$ cat config.mk
export PLATFORM = sky130hd
export DESIGN_NAME = txwb_core
export DESIGN_NICKNAME = d
export VERILOG_FILES = /design/src/logic/txwb_pkg.sv /design/src/logic/txwb_core.sv /design/src/logic/txwb_log_mem.sv
export SDC_FILE = /design/constraint.sdc
export NUM_CORES = 1
export LEC_CHECK = 0
export BUFFER_PORTS_ARGS = -buffer_cell sky130_fd_sc_hd__buf_2
export CAP_MARGIN = 10
export CORE_AREA = 8 8 162 149
export CTS_CLUSTER_SIZE = 40
export DETAILED_ROUTE_END_ITERATION = 8
export DIE_AREA = 0 0 170 157
export GPL_ROUTABILITY_DRIVEN = 0
export SYNTH_ARGS = -nofsm -noshare
export SYNTH_HDL_FRONTEND = slang
export SYNTH_SLANG_ARGS = --single-unit
export TNS_END_PERCENT = 50
$ cat constraint.sdc
create_clock -name ref_clk_i -period 2.15 [get_ports ref_clk_i]
set_input_delay 0.43 -clock ref_clk_i [delete_from_list [all_inputs] [get_ports ref_clk_i]]
set_output_delay 0.43 -clock ref_clk_i [all_outputs]
set_load 0.01 [all_outputs]
$ cat src/logic/txwb_pkg.sv
package txwb_pkg;
    // register map, byte offsets on the 8-bit register port
    localparam logic [7:0] REG_CTRL = 8'h00;
    localparam logic [7:0] REG_STATUS = 8'h04;
    localparam logic [7:0] REG_INT_STATUS = 8'h08;
    localparam logic [7:0] REG_INT_MASK = 8'h0C;
    localparam logic [7:0] REG_LOG_BASE = 8'h20;
    // control register fields
    localparam int CTRL_TRANSMITTER_ON_BIT = 0;
    localparam int CTRL_DISABLE_RETRY_BIT = 1;
    localparam int CTRL_DISABLE_TX_CRC_BIT = 2;
    // status register fields
    localparam int STAT_TRANSMITTER_ON_BIT = 0;
    localparam int STAT_FRAME_BIT = 1;
    localparam int STAT_FAILS_LSB = 2;
    // interrupt fields
    localparam int INT_W = 3;
    localparam int INT_DONE_BIT = 0;
    localparam int INT_ERR_BIT = 1;
    localparam int INT_BUFFER_ERROR_FLAG_BIT = 2;
    // descriptor flag word fields
    localparam int OWN_BIT = 15;
    localparam int ERR_BIT = 14;
    localparam int CRC_BIT = 13;
    localparam int MORE_BIT = 12;
    localparam int ONE_BIT = 11;
    localparam int STP_BIT = 9;
    localparam int ENP_BIT = 8;
    // descriptor count word fields
    localparam int LEN_MSB = 11;
    // status word fields
    localparam int BUFFER_ERROR_FLAG_BIT = 15;
    localparam int UNDERFLOW_FLAG_BIT = 14;
    localparam int LATE_COLLISION_FLAG_BIT = 12;
    localparam int CARRIER_LOSS_FLAG_BIT = 11;
    localparam int RETRY_ERROR_FLAG_BIT = 10;
    // attempt limit
    localparam logic [4:0] LAST_FAIL = 5'h0F;
    // status log
    localparam int LOG_AW = 3;
    localparam int LOG_DEPTH = 8;
    // reset values
    localparam logic [15:0] WORD_RST = 16'h0000;
    localparam logic [11:0] LEN_RST = 12'h000;
    localparam logic [4:0] FAILS_RST = 5'h00;
    localparam logic [2:0] INT_RST = 3'h0;
    localparam logic [2:0] LOG_PTR_RST = 3'h0;

    typedef enum logic [3:0]
    {
        ST_IDLE = 4'b0001,
        ST_SEND = 4'b0010,
        ST_WAIT_NEXT = 4'b0100,
        ST_WB = 4'b1000
    } txwb_state_e;
endpackage

$ cat src/logic/txwb_core.sv
`timescale 1ns/1ps
module txwb_core
(
    input wire logic ref_clk_i,
    input wire logic reset_n_i,
    input wire logic [7:0] reg_addr_i,
    input wire logic [15:0] reg_wdata_i,
    input wire logic reg_we_i,
    input wire logic reg_re_i,
    output logic [15:0] reg_rdata_o,
    input wire logic desc_load_i,
    input wire logic [15:0] desc_flags_i,
    input wire logic [15:0] desc_count_i,
    output logic desc_ready_o,
    input wire logic byte_take_i,
    output logic [11:0] bytes_left_o,
    output logic crc_enable_o,
    output logic sending_o,
    input wire logic attempt_fail_i,
    input wire logic late_coll_i,
    input wire logic carrier_lost_i,
    input wire logic underflow_i,
    input wire logic next_status_i,
    input wire logic next_own_i,
    output logic retry_req_o,
    output logic wb_valid_o,
    output logic [15:0] wb_flags_o,
    output logic [15:0] wb_status_o,
    output logic [15:0] wb_count_o,
    output logic transmitter_on_o,
    output logic irq_o
);
    txwb_pkg::txwb_state_e state_q;
    logic [15:0] flags_q;
    logic [15:0] count_q;
    logic [11:0] left_q;
    logic [11:0] desc_len;
    logic [4:0] fails_q;
    logic in_frame_q;
    logic crc_en_q;
    logic buffer_error_flag_q, underflow_flag_q, late_collision_flag_q, carrier_loss_flag_q, retry_error_flag_q;
    logic final_q;
    logic transmitter_on_q;
    logic disable_retry_q;
    logic disable_tx_crc_q;
    logic [2:0] int_stat_q;
    logic [2:0] int_mask_q;
    logic [2:0] int_ev;
    logic [15:0] reg_rd_q;
    logic log_sel_q;
    logic [15:0] log_rdata;
    logic [2:0] log_ptr_q;
    logic log_hit;
    logic desc_take;
    logic in_send, in_wait;
    logic ev_late_collision_flag, ev_underflow_flag, ev_fail, ev_last_fail, ev_retry, ev_buf_end;
    logic wait_bad, wait_good;
    logic transmitter_on_kill;
    logic err_sum;

    assign in_send = (state_q == txwb_pkg::ST_SEND);
    assign in_wait = (state_q == txwb_pkg::ST_WAIT_NEXT);
    assign desc_ready_o = (state_q == txwb_pkg::ST_IDLE) && transmitter_on_q;
    // skip descriptors not owned, or not a frame start outside a chain
    assign desc_take = desc_load_i && desc_ready_o && desc_flags_i[txwb_pkg::OWN_BIT]
        && (in_frame_q || desc_flags_i[txwb_pkg::STP_BIT]);
    // zero field gives zero bytes, so empty buffers pass straight through
    assign desc_len = 12'(~desc_count_i[txwb_pkg::LEN_MSB:0] + 12'h001);

    // send-state events, in priority order
    assign ev_late_collision_flag = in_send && late_coll_i;
    assign ev_underflow_flag = in_send && !ev_late_collision_flag && underflow_i;
    assign ev_fail = in_send && !ev_late_collision_flag && !ev_underflow_flag && attempt_fail_i;
    assign ev_last_fail = ev_fail && (disable_retry_q || fails_q == txwb_pkg::LAST_FAIL);
    assign ev_retry = ev_fail && !ev_last_fail;
    assign ev_buf_end = in_send && !ev_late_collision_flag && !ev_underflow_flag && !ev_fail && left_q == txwb_pkg::LEN_RST;
    assign wait_bad = in_wait && (underflow_i || (next_status_i && !next_own_i));
    assign wait_good = in_wait && !underflow_i && next_status_i && next_own_i;
    assign transmitter_on_kill = ev_underflow_flag || wait_bad;
    assign err_sum = underflow_flag_q || late_collision_flag_q || carrier_loss_flag_q || retry_error_flag_q;

    always_ff @(posedge ref_clk_i or negedge reset_n_i)
    begin
        if (!reset_n_i)
        begin
            state_q <= txwb_pkg::ST_IDLE;
        end
        else
        begin
            case (state_q)
                txwb_pkg::ST_IDLE:
                begin
                    if (desc_take)
                    begin
                        state_q <= txwb_pkg::ST_SEND;
                    end
                end
                txwb_pkg::ST_SEND:
                begin
                    if (ev_late_collision_flag || ev_underflow_flag || ev_last_fail)
                    begin
                        state_q <= txwb_pkg::ST_WB;
                    end
                    else if (ev_buf_end)
                    begin
                        // a buffer with both frame marks never chains
                        state_q <= flags_q[txwb_pkg::ENP_BIT] ? txwb_pkg::ST_WB
                                                             : txwb_pkg::ST_WAIT_NEXT;
                    end
                end
                txwb_pkg::ST_WAIT_NEXT:
                begin
                    if (wait_bad || wait_good)
                    begin
                        state_q <= txwb_pkg::ST_WB;
                    end
                end
                txwb_pkg::ST_WB:
                begin
                    state_q <= txwb_pkg::ST_IDLE;
                end
                default:
                begin
                    state_q <= txwb_pkg::ST_IDLE;
                end
            endcase
        end
    end

    // descriptor words are held verbatim and only the status bits change
    always_ff @(posedge ref_clk_i or negedge reset_n_i)
    begin
        if (!reset_n_i)
        begin
            flags_q <= txwb_pkg::WORD_RST;
            count_q <= txwb_pkg::WORD_RST;
        end
        else if (desc_take)
        begin
            flags_q <= desc_flags_i;
            count_q <= desc_count_i;
        end
    end

    always_ff @(posedge ref_clk_i or negedge reset_n_i)
    begin
        if (!reset_n_i)
        begin
            left_q <= txwb_pkg::LEN_RST;
        end
        else if (desc_take)
        begin
            left_q <= desc_len;
        end
        else if (ev_retry)
        begin
            // retry restarts the current buffer only
            left_q <= 12'(~count_q[txwb_pkg::LEN_MSB:0] + 12'h001);
        end
        else if (in_send && byte_take_i && left_q != txwb_pkg::LEN_RST)
        begin
            left_q <= left_q - 12'h001;
        end
    end

    always_ff @(posedge ref_clk_i or negedge reset_n_i)
    begin
        if (!reset_n_i)
        begin
            fails_q <= txwb_pkg::FAILS_RST;
            in_frame_q <= 1'b0;
            crc_en_q <= 1'b0;
        end
        else
        begin
            if (desc_take && !in_frame_q)
            begin
                fails_q <= txwb_pkg::FAILS_RST;
                crc_en_q <= desc_flags_i[txwb_pkg::CRC_BIT] || !disable_tx_crc_q;
            end
            else if (ev_retry)
            begin
                // counts retries: the attempt that ends in retry error is not one
                fails_q <= fails_q + 5'h01;
            end
            if (desc_take)
            begin
                in_frame_q <= 1'b1;
            end
            else if (state_q == txwb_pkg::ST_WB)
            begin
                in_frame_q <= !final_q;
            end
        end
    end

    // per-descriptor error flags
    always_ff @(posedge ref_clk_i or negedge reset_n_i)
    begin
        if (!reset_n_i)
        begin
            buffer_error_flag_q <= 1'b0;
            underflow_flag_q <= 1'b0;
            late_collision_flag_q <= 1'b0;
            carrier_loss_flag_q <= 1'b0;
            retry_error_flag_q <= 1'b0;
            final_q <= 1'b0;
        end
        else if (desc_take)
        begin
            buffer_error_flag_q <= 1'b0;
            underflow_flag_q <= 1'b0;
            late_collision_flag_q <= 1'b0;
            carrier_loss_flag_q <= 1'b0;
            retry_error_flag_q <= 1'b0;
            final_q <= 1'b0;
        end
        else
        begin
            if (ev_late_collision_flag)
            begin
                late_collision_flag_q <= 1'b1;
            end
            if (ev_underflow_flag || wait_bad)
            begin
                underflow_flag_q <= 1'b1;
            end
            if (wait_bad)
            begin
                buffer_error_flag_q <= 1'b1;
            end
            if (ev_last_fail)
            begin
                retry_error_flag_q <= 1'b1;
            end
            // flag only; the frame carries on to its end
            if ((in_send || in_wait) && carrier_lost_i)
            begin
                carrier_loss_flag_q <= 1'b1;
            end
            if (ev_late_collision_flag || ev_underflow_flag || ev_last_fail || wait_bad
                || (ev_buf_end && flags_q[txwb_pkg::ENP_BIT]))
            begin
                final_q <= 1'b1;
            end
        end
    end

    // writeback words and the retry strobe
    always_ff @(posedge ref_clk_i or negedge reset_n_i)
    begin
        if (!reset_n_i)
        begin
            wb_valid_o <= 1'b0;
            wb_flags_o <= txwb_pkg::WORD_RST;
            wb_status_o <= txwb_pkg::WORD_RST;
            wb_count_o <= txwb_pkg::WORD_RST;
            retry_req_o <= 1'b0;
        end
        else
        begin
            retry_req_o <= ev_retry;
            wb_valid_o <= (state_q == txwb_pkg::ST_WB);
            if (state_q == txwb_pkg::ST_WB)
            begin
                wb_flags_o <= flags_q;
                wb_flags_o[txwb_pkg::OWN_BIT] <= 1'b0;
                wb_flags_o[txwb_pkg::ERR_BIT] <= err_sum;
                wb_flags_o[txwb_pkg::MORE_BIT] <= (final_q || err_sum) && fails_q > 5'h01;
                wb_flags_o[txwb_pkg::ONE_BIT] <= (final_q || err_sum) && fails_q == 5'h01;
                wb_count_o <= count_q;
                wb_status_o <= txwb_pkg::WORD_RST;
                wb_status_o[txwb_pkg::BUFFER_ERROR_FLAG_BIT] <= buffer_error_flag_q;
                wb_status_o[txwb_pkg::UNDERFLOW_FLAG_BIT] <= underflow_flag_q;
                wb_status_o[txwb_pkg::LATE_COLLISION_FLAG_BIT] <= late_collision_flag_q;
                wb_status_o[txwb_pkg::CARRIER_LOSS_FLAG_BIT] <= carrier_loss_flag_q;
                wb_status_o[txwb_pkg::RETRY_ERROR_FLAG_BIT] <= retry_error_flag_q;
            end
        end
    end

    assign bytes_left_o = left_q;
    assign crc_enable_o = crc_en_q;
    assign sending_o = in_send;
    assign transmitter_on_o = transmitter_on_q;

    // control register; a hardware stop beats a software start in one cycle
    always_ff @(posedge ref_clk_i or negedge reset_n_i)
    begin
        if (!reset_n_i)
        begin
            transmitter_on_q <= 1'b0;
            disable_retry_q <= 1'b0;
            disable_tx_crc_q <= 1'b0;
        end
        else
        begin
            if (transmitter_on_kill)
            begin
                transmitter_on_q <= 1'b0;
            end
            else if (reg_we_i && reg_addr_i == txwb_pkg::REG_CTRL)
            begin
                transmitter_on_q <= reg_wdata_i[txwb_pkg::CTRL_TRANSMITTER_ON_BIT];
            end
            if (reg_we_i && reg_addr_i == txwb_pkg::REG_CTRL)
            begin
                disable_retry_q <= reg_wdata_i[txwb_pkg::CTRL_DISABLE_RETRY_BIT];
                disable_tx_crc_q <= reg_wdata_i[txwb_pkg::CTRL_DISABLE_TX_CRC_BIT];
            end
        end
    end

    // interrupt status: write one to clear, a new event wins
    assign int_ev[txwb_pkg::INT_DONE_BIT] = wb_valid_o && (wb_flags_o[txwb_pkg::ENP_BIT]
        || wb_flags_o[txwb_pkg::ERR_BIT]);
    assign int_ev[txwb_pkg::INT_ERR_BIT] = wb_valid_o && wb_flags_o[txwb_pkg::ERR_BIT];
    assign int_ev[txwb_pkg::INT_BUFFER_ERROR_FLAG_BIT] = wb_valid_o && wb_status_o[txwb_pkg::BUFFER_ERROR_FLAG_BIT];

    always_ff @(posedge ref_clk_i or negedge reset_n_i)
    begin
        if (!reset_n_i)
        begin
            int_stat_q <= txwb_pkg::INT_RST;
            int_mask_q <= txwb_pkg::INT_RST;
        end
        else
        begin
            if (reg_we_i && reg_addr_i == txwb_pkg::REG_INT_STATUS)
            begin
                int_stat_q <= (int_stat_q & ~reg_wdata_i[txwb_pkg::INT_W-1:0]) | int_ev;
            end
            else
            begin
                int_stat_q <= int_stat_q | int_ev;
            end
            if (reg_we_i && reg_addr_i == txwb_pkg::REG_INT_MASK)
            begin
                int_mask_q <= reg_wdata_i[txwb_pkg::INT_W-1:0];
            end
        end
    end

    assign irq_o = |(int_stat_q & int_mask_q);

    // status log of every writeback, readable through a window
    always_ff @(posedge ref_clk_i or negedge reset_n_i)
    begin
        if (!reset_n_i)
        begin
            log_ptr_q <= txwb_pkg::LOG_PTR_RST;
        end
        else if (wb_valid_o)
        begin
            log_ptr_q <= log_ptr_q + 3'h1;
        end
    end

    assign log_hit = reg_addr_i[7:5] == txwb_pkg::REG_LOG_BASE[7:5] && reg_addr_i[1:0] == 2'h0;

    txwb_log_mem u_log
    (
        .ref_clk_i(ref_clk_i),
        .wr_en_i(wb_valid_o),
        .wr_addr_i(log_ptr_q),
        .wr_data_i(wb_status_o),
        .rd_en_i(reg_re_i && log_hit),
        .rd_addr_i(reg_addr_i[4:2]),
        .rd_data_o(log_rdata)
    );

    always_ff @(posedge ref_clk_i or negedge reset_n_i)
    begin
        if (!reset_n_i)
        begin
            reg_rd_q <= txwb_pkg::WORD_RST;
            log_sel_q <= 1'b0;
        end
        else
        begin
            log_sel_q <= reg_re_i && log_hit;
            reg_rd_q <= txwb_pkg::WORD_RST;
            if (reg_re_i)
            begin
                case (reg_addr_i)
                    txwb_pkg::REG_CTRL:
                        reg_rd_q <= {13'h0000, disable_tx_crc_q, disable_retry_q, transmitter_on_q};
                    txwb_pkg::REG_STATUS:
                        reg_rd_q <= {9'h000, fails_q, in_frame_q, transmitter_on_q};
                    txwb_pkg::REG_INT_STATUS:
                        reg_rd_q <= {13'h0000, int_stat_q};
                    txwb_pkg::REG_INT_MASK:
                        reg_rd_q <= {13'h0000, int_mask_q};
                    default:
                        reg_rd_q <= txwb_pkg::WORD_RST;
                endcase
            end
        end
    end

    assign reg_rdata_o = log_sel_q ? log_rdata : reg_rd_q;
endmodule

$ cat src/logic/txwb_log_mem.sv
`timescale 1ns/1ps
module txwb_log_mem
(
    input wire logic ref_clk_i,
    input wire logic wr_en_i,
    input wire logic [txwb_pkg::LOG_AW-1:0] wr_addr_i,
    input wire logic [15:0] wr_data_i,
    input wire logic rd_en_i,
    input wire logic [txwb_pkg::LOG_AW-1:0] rd_addr_i,
    output logic [15:0] rd_data_o
);
    logic [15:0] mem_q [txwb_pkg::LOG_DEPTH];

    always_ff @(posedge ref_clk_i)
    begin
        if (wr_en_i)
        begin
            mem_q[wr_addr_i] <= wr_data_i;
        end
    end

    // no reset: contents are only history, read data is registered
    always_ff @(posedge ref_clk_i)
    begin
        if (rd_en_i)
        begin
            rd_data_o <= mem_q[rd_addr_i];
        end
    end
endmodule

After elaboration in Yosys (flattened, before gate mapping)
Memories as Yosys holds them, arrays and structs flattened. A register that Yosys moved wholly into a read port is not among the register bits.
Index checks and enable logic that the tools add are counted.
{ "totals": {"ff_bits": 142, "ramBits": 40, "input_bits": 68, "output_inout_bits": 83, "elab_cells": 161, "mem_count": 1} }
{ "memory_table": {"columns": ["name", "words", "word_bits", "rd", "rd_clocked_by_memory_dff", "write_ports", "line_no", "text"], "rows": [
  ["u_log.mem_q", 8, 5, 1, 1, 1, "txwb_log_mem.sv:12", "logic [15:0] mem_q [txwb_pkg::LOG_DEPTH];"]
]} }
{ "classes": {"n_addsub": 5, "order_cmp": 1, "n_eq_ne": 13, "mux": 33, "bitwise_logic": 7, "n_reduce_logical": 74} }
{ "op_table": {"columns": ["operator", "n"], "rows": [
  ["12-bit two-way mux", 3],
  ["1-bit logical AND", 33],
  ["7-bit case mux with 4 select lines", 1],
  ["12-bit by 1-bit adder with 12-bit output, second input constant", 2],
  ["12-bit inverter", 2],
  ["4-bit two-way mux", 5],
  ["1-bit two-way mux", 18],
  ["2-bit nonzero test", 9],
  ["8-bit by 4-bit == test with 1-bit output, second input constant", 2],
  ["1-bit logical OR", 16],
  ["16-bit two-way mux", 1],
  ["12-bit zero test", 1],
  ["4-bit case mux with 3 select lines", 1],
  ["12-bit nonzero test", 1],
  ["12-bit by 1-bit subtractor with 12-bit output, second input constant", 1],
  ["5-bit two-way mux", 2],
  ["1-bit zero test", 9],
  ["8-bit by 3-bit == test with 1-bit output, second input constant", 1],
  ["8-bit zero test", 1],
  ["7-bit two-way mux", 1],
  ["3-bit bitwise AND", 2],
  ["3-bit bitwise OR", 2],
  ["5-bit by 1-bit adder with 5-bit output, second input constant", 1],
  ["5-bit by 1-bit == test with 1-bit output, second input constant", 1],
  ["17 further kinds", 17]
]} }

Logic depth before layout (Yosys ltp)
{ "depth": {"ltp_word": 15, "depth_mapped": 10, "depth_no_buf": 9} }

Cells and area by module
A second synthesis with hierarchy kept.
{ "hier_totals": {"cells_unflattened": 754, "hier_area_um2": 11140.7} }
{ "modules_own_cells": {"columns": ["mod", "instances", "cells_each", "area_per_inst_um2", "seq_area_each_um2"], "rows": [
  ["txwb_core", 1, 540, 5686.7, 2879.0],
  ["txwb_log_mem", 1, 214, 5454.0, 4324.1]
]} }

Worst setup path before layout
OpenSTA, ideal clock, no wires.
{ "synth_path": {"kind": "input to register", "start": "input port reg_addr_i[2]", "end": "register u_log.rd_data_o[10] (read register of u_log.mem_q) (data pin)", "setup_time_ps": 260, "arrival_ps": 2017, "required_ps": 1890, "slack_ps": -127, "path_stages": 4, "path_buffers": 2, "cell_sequence": "clkbuf_1 clkbuf_1 mux4_2 mux2_2"} }
{ "synth_rtl": {"columns": ["item", "line_no", "text"], "rows": [
  ["start: declaration", "txwb_core.sv:6", "input wire logic [7:0] reg_addr_i,"],
  ["end: declaration", "txwb_log_mem.sv:10", "output logic [15:0] rd_data_o"]
]} }

Worst setup path in the final report
{ "layout_path": {"start": "register left_q[6], in the netlist bytes_left_o[6]", "end": "register state_q[2]"} }
{ "layout_via": {"elab_chain_cells": 4} }
{ "layout_lines": {"columns": ["item", "line_no", "text"], "rows": [
  ["start: declaration", "txwb_core.sv:36", "logic [11:0] left_q;"],
  ["start signal: assignment", "txwb_core.sv:149", "left_q <= txwb_pkg::LEN_RST;"],
  ["start signal: assignment", "txwb_core.sv:153", "left_q <= desc_len;"],
  ["start signal: assignment", "txwb_core.sv:158", "left_q <= 12'(~count_q[txwb_pkg::LEN_MSB:0] + 12'h001);"],
  ["12-bit zero test", "txwb_core.sv:76", "assign ev_buf_end = in_send && !ev_late_collision_flag && !ev_underflow_flag && !ev_fail && left_q == txwb_pkg ..."],
  ["1-bit logical AND", "txwb_core.sv:76", null],
  ["3-bit by 1-bit inequality test with 1-bit output (no source line)", null, null],
  ["3-bit AND reduction (no source line)", null, null],
  ["end signal: assignment", "txwb_core.sv:86", "state_q <= txwb_pkg::ST_IDLE;"],
  ["end signal: assignment", "txwb_core.sv:95", "state_q <= txwb_pkg::ST_SEND;"],
  ["end signal: assignment", "txwb_core.sv:102", "state_q <= txwb_pkg::ST_WB;"],
  ["end: declaration", "txwb_core.sv:33", "txwb_pkg::txwb_state_e state_q;"]
]} }
Every way passes these cells.
A chain may end at the register's enable or synchronous reset.

==> run_results.csv <==
group,metric,value,unit
yosys,synth_area_leaders,"dfrtp_1 (39%), edfxtp_1 (18%), mux2_2 (6.8%)",
clocking,numCtsBuffers,17,
yosys,synthArstFlopShare,0.719,
yosys,synthDominantCellAreaShare,0.390,
finish,nets,882,
yosys,synth.distinct_cells,60,
floorplanning,die_w,170,um
setup_path,arrival,2530,ps
finish,area_growth,29.6,%
timing,setup_viol,2,
clocking,clk_pin_slew_worst_paths,70,ps
timing,worst_slack,-23.6,ps
finish,instances_no_fill,1111,
global_routing,use_met2,0.211,
global_routing,grt_pass1_vias,5342,
detailed_routing,antenna_left,0,
detailed_routing,drt-total-wl,18.7,mm
worst_hold_path,hold_class,"in -> reg",
setup_path,crit_path_start_kind,"flip-flop",
setup_path,worstPathRequired,2510,ps
placement,dp_hpwl,13.9,mm
setup_path,r2r_slack,-20,ps
global_routing,grt_remaining_overflow,0,
global_routing,grt_pass1_wl,29.8,mm
clocking,insertion_delay,420,ps
pwr,ir_drop,565,uV
placement,io_buffers,118,
timing,fin_skew,9.69,ps
detailed_routing,drt-wirelength-per-cell,16.8,um
floorplanning,start_util,0.343,
setup_path,cp_max_fo,3,
timing,final_max_slew_viol_count,0,
setup_path,crit_path_end,"state_q[2]",
yosys,yosysSeqAreaShare,0.579,
yosys,ys_ff_latch,160,
yosys,syn_avg_cell_area,11.7,um2
global_routing,grt_usage,0.143,
floorplanning,io_pins,151,
timing,fin_crit,2170,ps
setup_path,r2r_end,"state_q[2]",
clocking,cts_tree,"done",
finish,final_area,9470,um2
floorplanning,die_h,157,um
yosys,yosys.area.top_type,"dfrtp_1",
finish,drive_above_1_share,0.372,
clocking,clock_sinks,160,
floorplanning,row_count,51,
timing,final-hold-violation-count,0,
placement,dpl_worst_slack,-59.5,ps
detailed_routing,drt-vias-per-instance,4.73,
clocking,clk_path_buf_depth,2,
detailed_routing,initialDrtViolationCount,289,
setup_path,worstSetupStartpoint,"bytes_left_o[6]",
finish,final_common_cell,"buf_2",
yosys,synth_area,7310,um2
status,violations,"negative setup slack",
floorplanning,coreArea,21300,um2
detailed_routing,drc,0,
setup_path,path_class,"reg -> reg",
detailed_routing,firstDrtPassIters,4,
setup_path,reg2reg_from,"bytes_left_o[6]",
global_routing,grt_max_degree,45,
yosys,postSynthCellCount,626,
pwr,p_per_area,904,nW/um2
placement,place_area,8630,um2
pwr,power.total,8.56,mW
timing,fin_crit_sh,1.01,
clocking,cts_root_buf,"clkbuf_16",
flow_run,maxCapViolCount,0,
yosys,synth-edff-count,45,
floorplanning,die_area,26700,um2
detailed_routing,vias,5254,
status,status,"finished, violations left",
finish,final_core_util,0.444,
clocking,htreeDepth,4,
global_routing,use_met3,0.0411,
setup_path,reg2reg_depth,5,
global_routing,use_met1,0.199,
timing,rsz0062_at_grt,"true",
timing,max_freq,0.460,GHz
yosys,synth_ff_type,"dfrtp_1",
pwr,p_leak,4.34,nW
placement,dp.cells,1069,
setup_path,end_kind,"flip-flop",
finish,final_cell_mix,"buf_2 (116), dfrtp_1 (114), nand2_1 (102)",
global_routing,grt.busiest_layer,"met2",
yosys,yosys_warnings,0,
global_routing,antenna_found_initial,4,
area by class of cell:
class / count / area [um2]
Antenna cell: 1 / 2.50
Clock buffer: 17 / 425
Clock inverter: 15 / 166
Fill cell: 2041 / 11800
Inverter: 17 / 63.8
Multi-Input combinational cell: 421 / 2990
Sequential cell: 160 / 4230
Tap cell: 291 / 364
Timing Repair Buffer: 189 / 1230
registers in the layout, summed over array words and instances (netlist names), 7 cells and up:
| register | cells |
|---|---|
| bytes_left_o | 12 |
| count_q | 16 |
| flags_q | 12 |
| reg_rd_q | 7 |
| u_log.mem_q | 40 |
| wb_count_o | 16 |
| wb_flags_o | 15 |
metal layers:
metal | vias up | share of wire | routed length, um
met5 | - | 0.0017 | 31
met4 | 6 | 0.016 | 301
met3 | 21 | 0.064 | 1200
met2 | 133 | 0.43 | 8100
met1 | 2525 | 0.48 | 9060
li1 | 2569 | - | -
critical path, stage by stage (launching register included):
cell and delay, ps:
dfrtp_1 380, or4_4 580, or4_4 590, o2111a_2 310, nor2_2 100, a31o_2 160
cells by family (layout without fill, tap and decap cells):
logic type                 count (synthesis)  after routing  synth area share
DFF                                      160            160             0.579
and+or+nand+nor                          243            243             0.163
adders and majority gates                  8              8            0.0137
AOI/OAI and AO/OA                         71             71            0.0662
xor gates and xnor gates                  25             25            0.0300
buffers and inverters                     60            238            0.0400
muxes                                     58             58             0.107
other                                      1             17          0.000513
synth_stat cells (3+ instances only):
master and number:
buf_2 6, nor3_1 10, and3_1 3, edfxtp_1 45, nand2_1 102, a21oi_1 10, a31oi_1 6, nor3b_1 3
ha_1 8, or4_1 7, nand4_1 6, clkbuf_1 20, nand2b_1 7, xnor2_1 13, nor2_1 46, and2_1 7
mux4_2 12, a211oi_1 5, nor4_1 14, xor2_1 12, buf_4 16, nor2b_1 10, inv_1 17, o31ai_1 4
o21ai_0 17, mux2_2 44, dfrtp_1 114, nand3_1 7, nor4b_1 4, o211ai_1 7, or3_1 6
timing repair:
action                                  CTS  global route
cloned                                    0             1
hold buffers                              1             0
pin swaps                                 2             5
endpoints found under the setup margin    7            19
endpoints found under the hold margin    26             0
setup buffers                             1             6
resized for setup                        12            23
how the worst min path moves through the flow:
stage | endpoint | depth (start not counted) | from | slack (ps)
after CTS | count_q[12] | 3 | desc_count_i[12] | 170
final | flags_q[4] | 3 | desc_flags_i[4] | 190
after global routing | flags_q[10] | 3 | desc_flags_i[10] | 180
after global placement | wb_count_o[5] | 1 | reset_n_i | 390
after detailed placement | wb_count_o[5] | 1 | reset_n_i | 390
after floorplan | buffer_error_flag_q | 0 | reset_n_i | 130
metrics by stage:
stage                     TNS (ps)  hold WS, ps
after floorplan              -48.3          134
after global placement       -45.1          391
after detailed placement      -125          395
after CTS                    -75.9          175
after global routing          -255          180
final                        -35.8          190
power breakdown:
part | switching, mW | internal (mW) | leakage [nW]
Sequential | 0.292 | 3.46 | 1.91
Clock | 1.42 | 1.56 | 0.282
Combinational | 0.943 | 0.884 | 2.15
Note: power is estimated with default switching activity, not from simulation.
